File: config.mk
export PLATFORM = sky130hd
export DESIGN_NAME = sarc_core
export DESIGN_NICKNAME = d
export VERILOG_FILES = /design/src/rtl/sarc_core.v
export VERILOG_INCLUDE_DIRS = /design/src /design/src/rtl
export SDC_FILE = /design/constraint.sdc
export NUM_CORES = 1
export LEC_CHECK = 0
export BUFFER_PORTS_ARGS = -buffer_cell sky130_fd_sc_hd__buf_2
export CORE_MARGIN = 4
export CORE_UTILIZATION = 43
export CTS_CLUSTER_SIZE = 24
export DETAILED_ROUTE_END_ITERATION = 7
export PLACE_DENSITY_LB_ADDON = 0.08
export SLEW_MARGIN = 20
export SYNTH_ARGS = -nofsm -noshare
export SYNTH_HDL_FRONTEND = slang
export SYNTH_SLANG_ARGS = --single-unit
File: constraint.sdc
create_clock -name i_sys_clk -period 2.9 [get_ports i_sys_clk]
set_input_delay 0 -clock i_sys_clk [delete_from_list [all_inputs] [get_ports i_sys_clk]]
set_output_delay 0 -clock i_sys_clk [all_outputs]
set_load 0.01 [all_outputs]
File: src/rtl/sarc_defines.vh
// Constants for the sensor alert and reset control block
`ifndef SARC_DEFINES_VH
`define SARC_DEFINES_VH
`define SARC_ARA_ADDR      7'h0c
`define SARC_GCALL_ADDR    7'h00
`define SARC_GCALL_RESET   8'h06
`define SARC_STAT_OPEN_BIT 2
`define SARC_CFG_MASK_BIT  7
`define SARC_CFG_SD_BIT    6
`define SARC_CFG_ALTH_BIT  5
`define SARC_CFG_RESET     8'h00
`define SARC_CONV_NS       1000
`define SARC_CLK_NS        10
`define SARC_CONV_CYC      (`SARC_CONV_NS / `SARC_CLK_NS)
`endif

File: src/rtl/sarc_core.v
// Alert response, conversion control and general call reset of the sensor
`timescale 1ns/1ps
`include "sarc_defines.vh"

module sarc_core (
   input  wire       i_sys_clk,        // System clock, 100 MHz
   input  wire       i_sys_rst,        // Synchronous reset, active high
   input  wire       i_scl,            // Serial clock pin
   input  wire       i_sda,            // Serial data pin, input side
   output wire       o_sda,            // Serial data drive value (always 0)
   output wire       o_sda_oe_n,       // Serial data enable, low drives low
   input  wire [6:0] i_slave_addr,     // Own slave address
   input  wire [7:0] i_cfg,            // Configuration register 1 value
   input  wire       i_cfg_we,         // Write strobe for configuration
   input  wire       i_open_fault,     // Open sensor comparator, async
   input  wire       i_supply_ok,      // Supply valid comparator, async
   input  wire       i_hi_viol,        // High limit violation, same domain
   input  wire       i_lo_viol,        // Low limit violation, same domain
   input  wire       i_thermal_limit_output_viol,     // Thermal limit violation
   input  wire       i_status_clr,     // Status read clears status
   input  wire [7:0] i_adc_temp,       // Fresh conversion result
   output reg  [7:0] o_cfg,            // Configuration readback
   output reg  [7:0] o_status,         // Status register
   output reg  [7:0] o_temp,           // Reported temperature
   output reg        o_conv_busy,      // Conversion in progress
   output reg        o_conv_start,     // Conversion start pulse
   output wire       o_alert_n,        // Early warning output, active low
   output wire       o_thermal_limit_output_n // Thermal alarm, active low
);

   //----------------------------------------------------------------
   // Input synchronisers
   //----------------------------------------------------------------
   reg  [3:0] sync1;                   // First stage, read only by sync2
   reg  [3:0] sync2;                   // Second stage
   reg        scl_d;                   // Delayed scl
   reg        sda_d;                   // Delayed sda
   wire       scl_s = sync2[0];
   wire       sda_s = sync2[1];
   wire       open_s = sync2[2];
   wire       sup_s = sync2[3];

   // Two flip-flops on the scl, sda, open fault and supply inputs
   always @(posedge i_sys_clk) begin
      if (i_sys_rst) begin
         // Idle levels: bus lines high, no open fault, supply not yet proven
         // valid, so no false fault and no early start follow reset
         sync1 <= 4'h3;
         sync2 <= 4'h3;
         scl_d <= 1'b1;
         sda_d <= 1'b1;
      end else begin
         sync1 <= {i_supply_ok, i_open_fault, i_sda, i_scl};
         sync2 <= sync1;
         scl_d <= scl_s;
         sda_d <= sda_s;
      end
   end

   wire scl_rise = scl_s & ~scl_d;     // Sample point
   wire scl_fall = ~scl_s & scl_d;     // Drive change point
   wire start_c  = scl_s & sda_d & ~sda_s;
   wire stop_c   = scl_s & ~sda_d & sda_s;

   //----------------------------------------------------------------
   // Serial slave state machine
   //----------------------------------------------------------------
   localparam ST_IDLE = 3'h0;          // Wait for start
   localparam ST_ADDR = 3'h1;          // Receive address byte
   localparam ST_ACK  = 3'h2;          // Drive acknowledge
   localparam ST_GC2  = 3'h3;          // Receive general call byte
   localparam ST_TX   = 3'h4;          // Send alert response address
   localparam ST_TACK = 3'h5;          // Master acknowledge of address
   localparam ST_WAIT = 3'h6;          // Ignore till stop

   reg  [2:0] state;                   // Current state
   reg  [3:0] bitcnt;                  // Bit counter
   reg  [7:0] shreg;                   // Receive shift register
   reg  [7:0] txbyte;                  // Response byte
   reg        ack_drv;                 // Driving acknowledge low
   reg        tx_drv;                  // Driving data low
   reg        is_gc;                   // Address was general call
   reg        is_ara;                  // Address was alert response
   reg        ara_won;                 // Full address sent without loss
   reg        gc_reset;                // Software reset pulse
   reg        alert_release;           // Release pulse after won response
   reg        alert_act;               // Alert latched active
   reg        alert_hi;                // Cause was a high limit
   reg        thermal_limit_output_act;               // Thermal alarm active

   wire alert_mode = ~o_cfg[`SARC_CFG_ALTH_BIT];
   wire alert_vis  = alert_act & alert_mode & ~o_cfg[`SARC_CFG_MASK_BIT];

   assign o_sda      = 1'b0;
   assign o_sda_oe_n = ~(ack_drv | tx_drv);
   assign o_alert_n  = ~alert_vis;
   assign o_thermal_limit_output_n = ~thermal_limit_output_act;

   // Bus protocol handling
   always @(posedge i_sys_clk) begin
      if (i_sys_rst) begin
         state <= ST_IDLE;
         bitcnt <= 4'h0;
         shreg <= 8'h00;
         txbyte <= 8'h00;
         ack_drv <= 1'b0;
         tx_drv <= 1'b0;
         is_gc <= 1'b0;
         is_ara <= 1'b0;
         ara_won <= 1'b0;
         gc_reset <= 1'b0;
         alert_release <= 1'b0;
      end else begin
         gc_reset <= 1'b0;
         alert_release <= 1'b0;
         if (start_c) begin
            // Start or repeated start restarts address reception
            state <= ST_ADDR;
            bitcnt <= 4'h0;
            ack_drv <= 1'b0;
            tx_drv <= 1'b0;
         end else if (stop_c) begin
            // Won alert response completes at stop
            if (is_ara && ara_won) begin
               alert_release <= 1'b1;
            end
            state <= ST_IDLE;
            ack_drv <= 1'b0;
            tx_drv <= 1'b0;
            is_ara <= 1'b0;
            ara_won <= 1'b0;
         end else begin
            case (state)
               ST_ADDR, ST_GC2: begin
                  if (scl_rise) begin
                     shreg <= {shreg[6:0], sda_s};
                     bitcnt <= bitcnt + 4'h1;
                  end else if (scl_fall && bitcnt == 4'h8) begin
                     bitcnt <= 4'h0;
                     if (state == ST_GC2) begin
                        // Second byte accepted; only reset code acts
                        ack_drv <= 1'b1;
                        state <= ST_ACK;
                        if (shreg == `SARC_GCALL_RESET) begin
                           gc_reset <= 1'b1;
                        end
                     end else if (shreg == {`SARC_GCALL_ADDR, 1'b0}) begin
                        ack_drv <= 1'b1;
                        is_gc <= 1'b1;
                        state <= ST_ACK;
                     end else if (shreg == {`SARC_ARA_ADDR, 1'b1} && alert_vis) begin
                        ack_drv <= 1'b1;
                        is_ara <= 1'b1;
                        is_gc <= 1'b0;
                        ara_won <= 1'b1;
                        txbyte <= {i_slave_addr, alert_hi};
                        state <= ST_ACK;
                     end else begin
                        state <= ST_WAIT;
                     end
                  end
               end
               ST_ACK: begin
                  if (scl_fall) begin
                     ack_drv <= 1'b0;
                     if (is_ara) begin
                        tx_drv <= ~txbyte[7];
                        state <= ST_TX;
                     end else if (is_gc && bitcnt == 4'h0) begin
                        is_gc <= 1'b0;
                        state <= ST_GC2;
                     end else begin
                        state <= ST_WAIT;
                     end
                  end
               end
               ST_TX: begin
                  if (scl_rise) begin
                     // Arbitration: released high but seen low means lost
                     if (!tx_drv && !sda_s) begin
                        ara_won <= 1'b0;
                        state <= ST_WAIT;
                     end
                     bitcnt <= bitcnt + 4'h1;
                  end else if (scl_fall) begin
                     if (bitcnt == 4'h8) begin
                        tx_drv <= 1'b0;
                        state <= ST_TACK;
                     end else begin
                        tx_drv <= ~txbyte[3'h7 - bitcnt[2:0]];
                     end
                  end
               end
               ST_TACK: begin
                  if (scl_fall) begin
                     state <= ST_WAIT;
                  end
               end
               ST_WAIT: begin
                  tx_drv <= 1'b0;
               end
               default: begin
                  state <= ST_IDLE;
               end
            endcase
         end
      end
   end

   //----------------------------------------------------------------
   // Configuration, status and alarms
   //----------------------------------------------------------------
   // Config register with general call restore
   always @(posedge i_sys_clk) begin
      if (i_sys_rst || gc_reset) begin
         o_cfg <= `SARC_CFG_RESET;
      end else if (i_cfg_we) begin
         o_cfg <= i_cfg;
      end
   end

   // Alert latch, status flag; set wins over clear
   always @(posedge i_sys_clk) begin
      if (i_sys_rst || gc_reset) begin
         alert_act <= 1'b0;
         alert_hi <= 1'b0;
         thermal_limit_output_act <= 1'b0;
         o_status <= 8'h00;
      end else begin
         thermal_limit_output_act <= i_thermal_limit_output_viol;
         if (i_status_clr) begin
            o_status <= 8'h00;
         end
         if (open_s && o_conv_busy) begin
            o_status[`SARC_STAT_OPEN_BIT] <= 1'b1;
         end
         if ((open_s && o_conv_busy) || i_hi_viol || i_lo_viol) begin
            alert_act <= 1'b1;
            alert_hi <= i_hi_viol;
         end else if (alert_release) begin
            alert_act <= 1'b0;
         end
      end
   end

   //----------------------------------------------------------------
   // Conversion sequencer
   //----------------------------------------------------------------
   reg        conv_bad;                // Fault seen this conversion
   reg [15:0] conv_cnt;                // Conversion timer

   // Back-to-back conversions, gated by shutdown and supply
   always @(posedge i_sys_clk) begin
      o_conv_start <= 1'b0;
      if (i_sys_rst || gc_reset) begin
         o_conv_busy <= 1'b0;
         conv_cnt <= 16'h0000;
         conv_bad <= 1'b0;
         o_temp <= 8'h00;
      end else if (o_cfg[`SARC_CFG_SD_BIT]) begin
         o_conv_busy <= 1'b0;
         conv_cnt <= 16'h0000;
      end else if (!o_conv_busy) begin
         if (sup_s) begin
            o_conv_busy <= 1'b1;
            o_conv_start <= 1'b1;
            conv_cnt <= 16'h0000;
            conv_bad <= 1'b0;
         end
      end else begin
         if (open_s || !sup_s) begin
            conv_bad <= 1'b1;
         end
         if (conv_cnt == `SARC_CONV_CYC - 1) begin
            o_conv_busy <= 1'b0;
            if (!conv_bad && !open_s && sup_s) begin
               o_temp <= i_adc_temp;
            end
         end else begin
            conv_cnt <= conv_cnt + 16'h0001;
         end
      end
   end

endmodule // sarc_core

==> impl_metrics.env <==
export IMPL_drv_slew=0
export IMPL_finalHoldViolCount=0
export IMPL_rr_endpoint="conv_cnt[9]"
export IMPL_grt_pass1_vias=3202
export IMPL_setup_worst_path_start_class="flip-flop"
export IMPL_antenna_found_initial=0
export IMPL_die_w_um=102
export IMPL_io_buffers=55
export IMPL_crit_chain="ha_1 > or3b_1 > o41ai_4 > and2_1 > o21bai_1 > a32o_1"
export IMPL_r2r_cells=6
export IMPL_finalPower_uw=2280
export IMPL_clockBufferDepth=2
export IMPL_insertion_delay_ps=350
export IMPL_cts_root_buf="clkbuf_8"
export IMPL_wirelength_mm=9.20
export IMPL_diodes=0
export IMPL_dp_slack_ps=552
export IMPL_gp_congestion=0.932
export IMPL_grt_max_degree=36
export IMPL_clk_pin_slew_ps=90
export IMPL_drtPass1Iterations=4
export IMPL_hold_start="i_cfg_we"
export IMPL_synthDistinctLibCells=72
export IMPL_worst_path_buf_inv=0
export IMPL_initialDrtViolationCount=155
export IMPL_p_leak_uw=0.00190
export IMPL_cp_slowest_cell="o41ai_4"
export IMPL_max_cap_violations=0
export IMPL_synth_area_leaders="dfxtp_1 (42%), mux2i_1 (8.5%), nor2_1 (5.6%), a21oi_1 (3.9%), buf_4 (1.8%)"
export IMPL_crit_fanout=9
export IMPL_grt_pass1_wl_mm=15.6
export IMPL_drc=0
export IMPL_synth_top_area_frac=0.420
export IMPL_cts_tree="built"
export IMPL_cp_arrival_ps=2670
export IMPL_worst_hold_slack_ps=79.2
export IMPL_tightest_slew_ps=640
export IMPL_grt_ovfl_total=0
export IMPL_post_dp_cell_area_um2=4080
export IMPL_cts_made_buffers=9
export IMPL_syn_area_um2=3760
export IMPL_outcome="finished clean"
export IMPL_num_vias=3288
export IMPL_end_kind="flip-flop"
export IMPL_relSlewSlack=0.567
export IMPL_ys_ff_latch=79
export IMPL_cp_top_family="compound AO/OA/AOI/OAI gates"
export IMPL_initial_core_util=0.449
export IMPL_min_period_ps=2380
export IMPL_skew_ps=7.17
export IMPL_areaGrowthSynthToFinish_pct=23.4
export IMPL_max_freq_mhz=421
export IMPL_synthTopCellsByCount="dfxtp_1 (79), nor2_1 (56), mux2i_1 (32), a21oi_1 (29)"
export IMPL_synth_top_area_cell="dfxtp_1"
export IMPL_grt_usage=0.189
export IMPL_synth_edf_count=0
export IMPL_htreeDepth=3
export IMPL_yosysSeqAreaShare=0.420
export IMPL_die_area_um2=10300
export IMPL_fp_row_count=33
export IMPL_routed_via_density=5.40
export IMPL_min_period_over_period=0.820
export IMPL_finalSetupTns_ps=0
export IMPL_reg2reg_from="conv_cnt[0]"
export IMPL_wire_per_inst_um=15.1
export IMPL_synthCells=416
export IMPL_cpPeakStageDelay_ps=560
export IMPL_ys_warnings_count=0
export IMPL_yosysMostFrequentCell="dfxtp_1"
export IMPL_rsz0062_at_grt="false"
export IMPL_avgSynthCellArea_um2=9.05
export IMPL_ys_dominant_reg_cell="dfxtp_1"
export IMPL_setup_ws_ps=523
export IMPL_coreArea_um2=8380
export IMPL_ff2ff_setup_slack_ps=520
export IMPL_die_h_um=102
export IMPL_async_flop_share=0
export IMPL_ir_drop_mv=0.351
export IMPL_min_to="o_cfg[7]"
export IMPL_p_per_area_nw_per_um2=492
export IMPL_fin_nets=539
export IMPL_drive_above_1_share=0.198
export IMPL_cts_setup_buffers=0
export IMPL_cp_data_required_time_ps=3190
export IMPL_cts_sinks=79
export IMPL_drtAntennaViolNets=0
export IMPL_hp_class="input port to flip-flop"
export IMPL_setup_viol=0
export IMPL_whs_path_depth=3
export IMPL_finalInstanceArea_um2=4640
export IMPL_crit_type="flip-flop to flip-flop"
export IMPL_boundaryPins=64
export IMPL_hpwl_mm=6.24
[per-layer routing]
metal	track usage	vias to the layer above	wire, µm
li1	-	1636	-
met1	0.261	1556	4350
met2	0.294	86	4280
met3	0.0448	10	484
met4	0.0532	0	82
met5	0	-	0
[kinds of logic (layout without fill, tap and decap cells)]
family	after synthesis	in the layout	share of synthesized area
simple gates	165	165	0.243
compound gates	80	80	0.146
flops	79	79	0.420
buf+inv	45	126	0.0602
mux	34	34	0.0971
xor+xnor	7	7	0.0163
fa+ha+maj	5	5	0.0166
other cells	1	8	0.000996
[registers in the layout, indices dropped and copies added, names as in the netlist, 3 cells and up]
register,flops
bitcnt,4
conv_cnt,16
o_cfg,8
o_temp,8
shreg,8
state,3
sync1,4
sync2,4
txbyte,8
[power by group]
group | internal, µW | switching (µW) | total, µW
clock network | 575 | 422 | 997
registers | 1100 | 15.0 | 1120
logic | 82.2 | 88.4 | 171
total | 1760 | 526 | 2280
[worst max-delay path by stage]
| stage | from | endpoint | slack (ps) | cells past startpoint |
|---|---|---|---|---|
| 4_1_cts | conv_cnt[0] | conv_cnt[9] | 530 | 6 |
| 3_5_place_dp | conv_cnt[0] | conv_cnt[9] | 550 | 6 |
| 6_report | conv_cnt[0] | conv_cnt[9] | 520 | 6 |
| 2_1_floorplan | bitcnt[0] | state[1] | 850 | 7 |
| 3_3_place_gp | conv_cnt[0] | o_temp[4] | 640 | 6 |
| 5_1_grt | conv_cnt[0] | conv_cnt[9] | 390 | 6 |
[cells in the final DEF, fill, tap and decap left out, types with 3 or more instances in the layout]
| cell | Yosys | layout |
|---|---|---|
| a211oi_1 | 4 | 4 |
| a21oi_1 | 29 | 29 |
| and2_1 | 5 | 5 |
| and3_1 | 3 | 3 |
| and4_1 | 3 | 3 |
| buf_2 | 1 | 55 |
| buf_4 | 9 | 6 |
| bufinv_16 | 0 | 3 |
| clkbuf_8 | 0 | 9 |
| conb_1 | 1 | 8 |
| dfxtp_1 | 79 | 79 |
| dlygate4sd3_1 | 0 | 32 |
| ha_1 | 5 | 5 |
| inv_1 | 18 | 18 |
| mux2i_1 | 32 | 32 |
| nand2_1 | 18 | 18 |
| nand2b_1 | 7 | 7 |
| nand3_1 | 10 | 10 |
| nand4_1 | 5 | 5 |
| nor2_1 | 56 | 56 |
| nor2b_1 | 8 | 8 |
| nor3_1 | 9 | 9 |
| nor4_1 | 4 | 4 |
| o211ai_1 | 7 | 7 |
| o21ai_0 | 11 | 11 |
| or2_2 | 6 | 6 |
| or3_1 | 5 | 5 |
| xnor2_1 | 5 | 5 |
[stage by stage]
step	cells	utilization
floorplan	423	-
global placement	562	0.487
detailed placement	562	0.487
CTS	609	0.554
global route	609	0.554
finish	609	0.554
[worst register-to-register path, stage by stage, from the launching register on]
cell and delay (ps):
dfxtp_1 400, ha_1 220, or3b_1 420, o41ai_4 560, and2_1 380, o21bai_1 160, a32o_1 180
[final cells by class]
cell class / instances / area [µm²]
Inverter: 18 / 67.6
Clock buffer: 9 / 124
Multi-Input combinational cell: 299 / 1980
Fill cell: 790 / 3740
Timing Repair Buffer: 93 / 641
Clock inverter: 6 / 116
Tap cell: 105 / 131
Sequential cell: 79 / 1580
[what timing repair did]
item                      CTS  global route
gates resized for setup     0             0
hold buffers               32             0
hold endpoints to repair   31             0
(Power assumes the default switching activity.)
